--- config.mk ---
export PLATFORM = sky130hd
export DESIGN_NAME = memory_size_config_regs
export DESIGN_NICKNAME = d
export VERILOG_FILES = /design/src/memory_size_config_pkg.sv /design/src/mem_size_if.sv /design/src/memory_map_decoder.sv /design/src/memory_size_config_regs.sv
export SDC_FILE = /design/constraint.sdc
export NUM_CORES = 1
export LEC_CHECK = 0
export ABC_AREA = 1
export BUFFER_PORTS_ARGS = -buffer_cell sky130_fd_sc_hd__buf_2
export CAP_MARGIN = 20
export CORE_MARGIN = 2
export CORE_UTILIZATION = 50
export CTS_BUF_LIST = sky130_fd_sc_hd__clkbuf_16
export CTS_CLUSTER_DIAMETER = 150
export DETAILED_ROUTE_END_ITERATION = 16
export PLACE_DENSITY_LB_ADDON = 0.25
export SYNTH_ARGS = -nofsm -noshare
export SYNTH_HDL_FRONTEND = slang
export SYNTH_SLANG_ARGS = --single-unit
--- constraint.sdc ---
create_clock -name core_clk -period 2.7 [get_ports core_clk]
set_input_delay 0.27 -clock core_clk [delete_from_list [all_inputs] [get_ports core_clk]]
set_output_delay 0.27 -clock core_clk [all_outputs]
set_load 0.03 [all_outputs]
--- src/memory_size_config_pkg.sv ---
package memory_size_config_pkg;

   localparam logic [15:0] MEMSIZE_ADDR = 16'hfff0;
   localparam logic [15:0] XRAMSIZE_ADDR = 16'hfff4;
   localparam logic [7:0] MEMSIZE_RESET = 8'hcf;
   localparam logic [7:0] XRAMSIZE_RESET = 8'h0c;
   localparam logic [7:0] MEMSIZE_KEEP_MASK = 8'hef;
   localparam logic [7:0] XRAMSIZE_KEEP_MASK = 8'h1f;

   localparam int HSRAM_FIELD_LSB = 5;
   localparam int HSRAM_FIELD_MSB = 7;
   localparam int ROM_FIELD_LSB = 0;
   localparam int ROM_FIELD_MSB = 3;
   localparam int XRAM_FIELD_LSB = 0;
   localparam int XRAM_FIELD_MSB = 4;

   localparam logic [2:0] HSRAM_CODE_512 = 3'h2;
   localparam logic [3:0] ROM_CODE_48K = 4'hc;
   localparam logic [3:0] ROM_CODE_60K = 4'hf;
   localparam logic [4:0] XRAM_CODE_512 = 5'h0b;

   localparam logic [15:0] ROM_END_48K = 16'hbfff;
   localparam logic [15:0] ROM_END_60K = 16'hefff;
   localparam logic [15:0] HSRAM_BASE = 16'hfd00;
   localparam logic [15:0] HSRAM_END = 16'hfeff;
   localparam logic [15:0] XRAM_BASE = 16'hf400;
   localparam logic [15:0] XRAM_END = 16'hf5ff;

endpackage

--- src/mem_size_if.sv ---
`timescale 1ns/100ps
interface mem_size_if;
   logic [2:0] highspeedRamSizeField;
   logic [3:0] programStoreSizeField;
   logic [4:0] expansionRamSizeField;

   modport owner (
      output highspeedRamSizeField,
      output programStoreSizeField,
      output expansionRamSizeField
   );
   modport decoder (
      input highspeedRamSizeField,
      input programStoreSizeField,
      input expansionRamSizeField
   );
endinterface

--- src/memory_map_decoder.sv ---
`timescale 1ns/100ps
module memory_map_decoder
   import memory_size_config_pkg::*;
(
   input wire logic core_clk,
   input wire logic rst_n,
   input wire logic [15:0] busAddr,
   mem_size_if.decoder sizes,
   output logic romSel,
   output logic hsRamSel,
   output logic xRamSel,
   output logic sizeFault
);

   logic [15:0] romEnd;
   logic romOk;
   logic hsOk;
   logic xOk;

   // Prohibited codes map nothing rather than guess a size
   always_comb begin
      romEnd = 16'h0000;
      romOk = 1'b0;
      case (sizes.programStoreSizeField)
         ROM_CODE_48K: begin
            romEnd = ROM_END_48K;
            romOk = 1'b1;
         end
         ROM_CODE_60K: begin
            romEnd = ROM_END_60K;
            romOk = 1'b1;
         end
         default: begin
            romEnd = 16'h0000;
            romOk = 1'b0;
         end
      endcase
      hsOk = (sizes.highspeedRamSizeField == HSRAM_CODE_512);
      xOk = (sizes.expansionRamSizeField == XRAM_CODE_512);
   end

   always_ff @(posedge core_clk or negedge rst_n) begin
      if (!rst_n) begin
         romSel <= 1'b0;
         hsRamSel <= 1'b0;
         xRamSel <= 1'b0;
         sizeFault <= 1'b0;
      end else begin
         romSel <= romOk && (busAddr <= romEnd);
         hsRamSel <= hsOk && (busAddr >= HSRAM_BASE) &&
            (busAddr <= HSRAM_END);
         xRamSel <= xOk && (busAddr >= XRAM_BASE) &&
            (busAddr <= XRAM_END);
         sizeFault <= !(romOk && hsOk && xOk);
      end
   end

   a_rom_60k_edge: assert property (@(posedge core_clk) disable iff (!rst_n)
      (sizes.programStoreSizeField == ROM_CODE_60K && busAddr == 16'hefff)
      |=> romSel)
      else $error("60K store must cover efff");
   a_rom_48k_limit: assert property (@(posedge core_clk) disable iff (!rst_n)
      (sizes.programStoreSizeField == ROM_CODE_48K && busAddr == 16'hc000)
      |=> !romSel)
      else $error("48K store must end at bfff");
   a_hsram_window: assert property (@(posedge core_clk) disable iff (!rst_n)
      hsRamSel |-> $past(busAddr) >= 16'hfd00 && $past(busAddr) <= 16'hfeff
      && $past(sizes.highspeedRamSizeField) == 3'h2)
      else $error("High-speed RAM select outside its 512 bytes");
   a_xram_window: assert property (@(posedge core_clk) disable iff (!rst_n)
      xRamSel |-> $past(sizes.expansionRamSizeField) == 5'h0b)
      else $error("Expansion RAM selected under a prohibited code");

   c_rom_48k: cover property (@(posedge core_clk) disable iff (!rst_n)
      romSel && sizes.programStoreSizeField == ROM_CODE_48K);
   c_size_fault: cover property (@(posedge core_clk) disable iff (!rst_n)
      sizeFault);
endmodule

--- src/memory_size_config_regs.sv ---
`timescale 1ns/100ps
module memory_size_config_regs
   import memory_size_config_pkg::*;
(
   input wire logic core_clk,
   input wire logic rst_n,
   input wire logic [15:0] busAddr,
   input wire logic [7:0] busWrData,
   input wire logic busWrEn,
   input wire logic busRdEn,
   output logic [7:0] busRdData,
   output logic regHit,
   output logic romSel,
   output logic hsRamSel,
   output logic xRamSel,
   output logic sizeFault
);

   logic [7:0] internalMemorySizeSel;
   logic [7:0] expansionRamSizeSel;
   logic memSizeHit;
   logic xramSizeHit;

   mem_size_if sizes ();

   assign memSizeHit = (busAddr == MEMSIZE_ADDR);
   assign xramSizeHit = (busAddr == XRAMSIZE_ADDR);

   // Whole-byte writes only; the bus carries no byte lane or bit op
   always_ff @(posedge core_clk or negedge rst_n) begin
      if (!rst_n) begin
         internalMemorySizeSel <= MEMSIZE_RESET;
      end else if (busWrEn && memSizeHit) begin
         internalMemorySizeSel <= busWrData & MEMSIZE_KEEP_MASK;
      end
   end

   always_ff @(posedge core_clk or negedge rst_n) begin
      if (!rst_n) begin
         expansionRamSizeSel <= XRAMSIZE_RESET;
      end else if (busWrEn && xramSizeHit) begin
         expansionRamSizeSel <= busWrData & XRAMSIZE_KEEP_MASK;
      end
   end

   // Other addresses belong to other blocks, so they read zero here
   always_ff @(posedge core_clk or negedge rst_n) begin
      if (!rst_n) begin
         busRdData <= 8'h00;
         regHit <= 1'b0;
      end else begin
         regHit <= memSizeHit || xramSizeHit;
         if (busRdEn && memSizeHit) begin
            busRdData <= internalMemorySizeSel;
         end else if (busRdEn && xramSizeHit) begin
            busRdData <= expansionRamSizeSel;
         end else begin
            busRdData <= 8'h00;
         end
      end
   end

   assign sizes.highspeedRamSizeField =
      internalMemorySizeSel[HSRAM_FIELD_MSB:HSRAM_FIELD_LSB];
   assign sizes.programStoreSizeField =
      internalMemorySizeSel[ROM_FIELD_MSB:ROM_FIELD_LSB];
   assign sizes.expansionRamSizeField =
      expansionRamSizeSel[XRAM_FIELD_MSB:XRAM_FIELD_LSB];

   memory_map_decoder mapDecoder (
      .core_clk(core_clk),
      .rst_n(rst_n),
      .busAddr(busAddr),
      .sizes(sizes.decoder),
      .romSel(romSel),
      .hsRamSel(hsRamSel),
      .xRamSel(xRamSel),
      .sizeFault(sizeFault)
   );

   a_memsize_reset_val: assert property (@(posedge core_clk)
      disable iff (!rst_n)
      $rose(rst_n) |-> internalMemorySizeSel == 8'hcf)
      else $error("Memory size register not cf after reset");
   a_xramsize_reset_val: assert property (@(posedge core_clk)
      disable iff (!rst_n)
      $rose(rst_n) |-> expansionRamSizeSel == 8'h0c)
      else $error("Expansion size register not 0c after reset");
   a_memsize_write_store: assert property (@(posedge core_clk)
      disable iff (!rst_n)
      busWrEn && busAddr == 16'hfff0 |=>
      internalMemorySizeSel == ($past(busWrData) & 8'hef))
      else $error("Memory size register missed a write");
   a_memsize_hold: assert property (@(posedge core_clk) disable iff (!rst_n)
      !(busWrEn && busAddr == 16'hfff0) |=> $stable(internalMemorySizeSel))
      else $error("Memory size register changed without a write");
   a_unused_bits_zero: assert property (@(posedge core_clk)
      disable iff (!rst_n)
      internalMemorySizeSel[4] == 1'b0 &&
      expansionRamSizeSel[7:5] == 3'h0)
      else $error("Unused size bits not zero");
   a_xramsize_read_back: assert property (@(posedge core_clk)
      disable iff (!rst_n)
      busRdEn && busAddr == 16'hfff4 && !busWrEn |=>
      busRdData == $past(expansionRamSizeSel))
      else $error("Expansion size register read wrong");
   // Probe address follows the write after one idle bus cycle
   a_memsize_to_decode: assert property (@(posedge core_clk)
      disable iff (!rst_n)
      busWrEn && busAddr == 16'hfff0 && busWrData == 8'h4c ##2
      busAddr == 16'hc000 |=> !romSel)
      else $error("Writing 4c did not shrink the program store");

   c_write_small: cover property (@(posedge core_clk) disable iff (!rst_n)
      busWrEn && memSizeHit && busWrData == 8'h4c);
   c_write_large: cover property (@(posedge core_clk) disable iff (!rst_n)
      busWrEn && memSizeHit && busWrData == 8'h4f);
   c_write_xram: cover property (@(posedge core_clk) disable iff (!rst_n)
      busWrEn && xramSizeHit && busWrData == 8'h0b);
endmodule

* Word-level counts from Yosys, hierarchy flattened
Cells that the tools add are included.
Storage, ports and cells: word-level logic and storage cells 37, input bits 28, output and inout port bits 13, bits in registers 25
Cells by class: eq/ne operators 6, reductions and logical operators 14, order comparisons 5, mux-type cells 4
Operators with widths (count):
- $eq 16x16->1 const B | 2
- $ge 16x16->1 const B | 2
- $le 16x16->1 const B | 2
- $pmux 16 s2 | 1
- $le 16x16->1 | 1
- $logic_and 1x1->1 | 11
- $eq 4x4->1 const B | 2
- $mux 8 | 1
- $eq 5x4->1 const B | 1
- $mux 5 | 1
- $eq 3x2->1 const B | 1
- $reduce_or 2->1 | 1
- $logic_not 1->1 | 1
- $logic_or 1x1->1 | 1
- $mux 1 | 1

* Depth between registers and ports, before layout
depth after elaboration 6, gate-level depth with buffers 15, mapped depth without buffers 15

* Modules after synthesis
From an unflattened synthesis, not the netlist that was laid out.
Unflattened totals: cell total of the unflattened synthesis 200, area, all modules 1612.8 µm²
Modules (own cells, without submodules):
- memory_size_config_regs | area each 999.7 µm², times used 1, cells an instance 116
- memory_map_decoder | area each 613.1 µm², times used 1, cells an instance 84

* Worst setup path before layout
OpenSTA, ideal clock, no wires.
path type register to register, from register internalMemorySizeSel[2], to register mapDecoder.romSel, buffers on the path 0, stages on the path, launching flop included 15, required time 2.627 ns, arrival 1.820 ns, setup time 0.073 ns, path slack 0.807 ns, path through dfstp_2 -> nand2_1 -> inv_1 -> nand2_1 -> nand2_4 -> inv_4 -> ha_1 -> nand2_1 -> inv_1 -> nand3_1 -> nor2_1 -> nand3_1 -> clkinv_1 -> nand4_1 -> a21oi_2
On the way: cells in the longest elaborated chain, start to end 4, elaborated cells between the ends (all ways) 7
Ends and longest elaborated chain:
- from (decl) | line memory_size_config_regs.sv:19 | logic [7:0] internalMemorySizeSel;
- from (signal assigned) | line memory_size_config_regs.sv:34 | internalMemorySizeSel <= busWrData & MEMSIZE_KEEP_MASK;
- $eq 4x4->1 | line memory_map_decoder.sv:24 | case (sizes.programStoreSizeField)
- $pmux 16 s2 / $reduce_or 2->1 (equally long branches)
- $le 16x16->1 / $mux 1 (equally long branches) | line memory_map_decoder.sv:49, memory_map_decoder.sv:24
- $logic_and 1x1->1 (*) | line memory_map_decoder.sv:49 | romSel <= romOk && (busAddr <= romEnd);
- to (signal assigned) | line memory_map_decoder.sv:49
- to (decl) | line memory_map_decoder.sv:9 | output logic romSel,
Mark *: on every way between the ends. The rest lies on a longest branch, timed or not. A chain may end at the register's enable or synchronous reset.

* Worst setup path after layout
Ends and elaborated chain as after synthesis.

==> results.py <==
metrics = {
    "power_and_ir_drop": {
        "ir_drop_uv": 403,
        "power_per_cell_area_nw_per_um2": 442,
        "p_leak_nw": 0.894,
    },
    "routing": {
        "ant_nets": 0,
        "routedWlPerCell_um": 13.1,
        "dr.pass1.iters": 4,
        "drc": 0,
        "drt-initial-drc-count": 29,
        "vias": 1240,
        "routed_wirelength_um": 3160,
        "vias_per_cell": 5.15,
    },
    "critical_path": {
        "arrival_ps": 2320,
        "cp-startpoint": "internalMemorySizeSel[2]",
        "worstReg2RegStart": "internalMemorySizeSel[2]",
        "crit_required_ps": 2890,
        "end_kind": "register",
        "cp_max_fo": 13,
        "criticalPathCategory": "reg2reg",
        "worst_setup_path_start_kind": "register",
    },
    "clock_tree": {
        "clk_pin_slew_ps": 60,
        "post-cts-setup-buffers": 0,
        "cts_buffer_depth": 2,
        "cts_resized": 0,
        "clkSinkCount": 25,
        "cts_made_buffers": 3,
        "cts-root-buf": "clkbuf_16",
        "htreeDepth": 1,
        "cts_tree": "yes",
        "hold_buffers": 0,
        "insertion_delay_ps": 260,
    },
    "timing": {
        "relSlewSlack_pct": 64.6,
        "rsz0062_at_grt": "no",
        "setup_violations": 0,
        "hold_violations": 17,
        "worstMarginPinSlew_ps": 531,
        "maxClockFrequency_mhz": 469,
        "layout_min_cycle_time_ps": 2130,
        "hold_ws_ps": -17.8,
        "finClkSkew_ps": 3.19,
        "fin_crit_sh_pct": 78.9,
        "slew_violations": 0,
        "final.setup.tns_ps": 0,
    },
    "synth": {
        "synthSimpleGateAreaFrac_pct": 25.9,
        "async_flop_share_pct": 100,
        "syn-num-nets": 207,
        "ys_warn_count": 0,
        "syn_area_um2": 1460,
        "syn_inst": 168,
        "synth_top_family_by_area": "simple AND/OR/NAND/NOR gates",
        "synth_cell_type_count": 31,
        "synth_compound_area_share_pct": 9.34,
        "ys_ff_latch": 25,
        "yosysSeqAreaShare_pct": 43.5,
        "synth_edf_count": 0,
        "synthMuxAreaShare_pct": 3.60,
        "synth_area_per_cell_um2": 8.69,
        "synth_xor_xnor_area_share_pct": 0,
        "synth_ff_type": "dfrtp_1",
        "synthAdderAreaFrac_pct": 9.43,
    },
    "outcome": {
        "failed_checks": "hold timing",
        "outcome": "finished with violations",
    },
    "place": {
        "io_buffers": 40,
        "place_congestion": 0.883,
        "dpl.hpwl_um": 2560,
    },
    "global_routing": {
        "grt_max_degree": 26,
        "grt_pass1_vias": 1224,
        "grt_pass1_wl_um": 5330,
        "grt_use_total_pct": 20.7,
        "antenna_found_initial": 0,
        "grt_overflow_total": 0,
    },
    "die": {
        "dieArea_um2": 3370,
        "design.core.area_um2": 2760,
        "start_util_pct": 52.9,
        "ios": 41,
        "num_rows": 19,
        "fp.dieH_um": 58.0,
        "die_w_um": 58.0,
    },
    "cells_and_area": {
        "finalNetCount": 250,
        "diodes": 0,
        "drive_above_1_share_pct": 33.3,
        "syn2layout_area_growth_pct": 20.7,
    },
    "job": {
        "cap_violations": 0,
    },
    "hold_path": {
        "hp-class": "in2async",
    },
}
worst paths after layout:
check | cells past startpoint | endpoint | slack, ps
max | 14 | mapDecoder.romSel | 570
min | 1 | busRdData[1] | -20
max reg2reg | 14 | mapDecoder.romSel | 570
min reg2reg | 1 | expansionRamSizeSel[4] | 510
max in group asynchronous | 1 | internalMemorySizeSel[7] | 2340
min in group core_clk | 2 | expansionRamSizeSel[4] | 230
stage by stage:
step | worst slack, ps | std cells | utilization (%) | power (mW) | instance area [um2]
final | 570 | 241 | 63.9 | 0.779 | 1760
after global routing | 411 | 241 | 63.9 | 0.809 | 1760
after CTS | 574 | 241 | 63.9 | 0.781 | 1760
after detailed placement | 586 | 237 | 61.0 | 0.457 | 1680
after global placement | 695 | 237 | 61.0 | 0.454 | 1680
after floorplan | 807 | 168 | - | 0.415 | 1460
synthesized netlist by cell type, types with 2 or more instances:
cell     number  share of area, %
nor4_1        2              0.86
nor2_1       11               2.8
a21oi_1       9               3.1
o21ai_0       9               3.1
nand4_2       2               1.7
nand4_1       4               1.7
nand2_1      34               8.7
ha_1         11               9.4
nor3_1        2              0.69
nand2_2       4               1.7
inv_1        25               6.4
nor2_2        3               1.3
nand3_1       7               2.4
dfrtp_1      17                29
mux2_4        2               2.1
dfstp_2       8                14
o22ai_1       4               1.7
logic make-up (layout without fill, tap and decap cells):
family / count (synthesis) / count (layout)
muxes: 4 / 4
DFF: 25 / 25
adders and majority gates: 11 / 11
and+or+nand+nor: 74 / 74
buffers and inverters: 29 / 71
AOI/OAI and AO/OA: 25 / 25
cell usage in the layout, fill, tap and decap left out, drive strengths merged:
master  count
a21oi      10
buf        40
clkbuf      3
clkinv      2
dfrtp      17
dfstp       8
ha         11
inv        26
mux2        4
nand2      39
nand3       8
nand4       6
nor2       14
nor3        3
nor3b       1
nor4        3
o21ai      10
o21bai      1
o22ai       4
routing by layer:
metal | vias to the layer above | wire [um] | track usage, %
li1 | 639 | - | -
met1 | 549 | 1400 | 26.7
met2 | 47 | 1530 | 35.6
met3 | 5 | 182 | 2.23
met4 | 0 | 52 | 8.31
met5 | - | 0 | 0
sequential cells by signal (all words and copies together), names as in the netlist:
name,flops
mapDecoder.romSel,1
expansionRamSizeSel,5
busRdData,8
mapDecoder.sizeFault,1
regHit,1
internalMemorySizeSel,7
mapDecoder.hsRamSel,1
mapDecoder.xRamSel,1
power by group:
group          total [mW]  switching, mW  internal (mW)
sequential          0.375      0.0000496          0.375
combinational      0.0753         0.0451         0.0302
clock               0.329          0.129          0.200
total               0.779          0.174          0.605
final cells by class:
class / count / area (um2)
Sequential cell: 25 / 636
Fill cell: 220 / 995
Clock inverter: 1 / 5.00
Timing Repair Buffer: 40 / 200
Tap cell: 31 / 38.8
Multi-Input combinational cell: 114 / 704
Clock buffer: 3 / 75.1
Inverter: 27 / 104
critical path: stages (launching register included):
cell and delay [ps]:
dfstp_2 540, nand2_1 60, inv_1 70, nand2_1 130, nand2_4 150, inv_4 90, ha_1 300, nand2_1 60
inv_1 50, nand3_1 90, nor2_1 100, nand3_1 90, clkinv_1 70, nand4_1 110, a21oi_2 150
No activity file was read; power rests on OpenSTA's default activity.
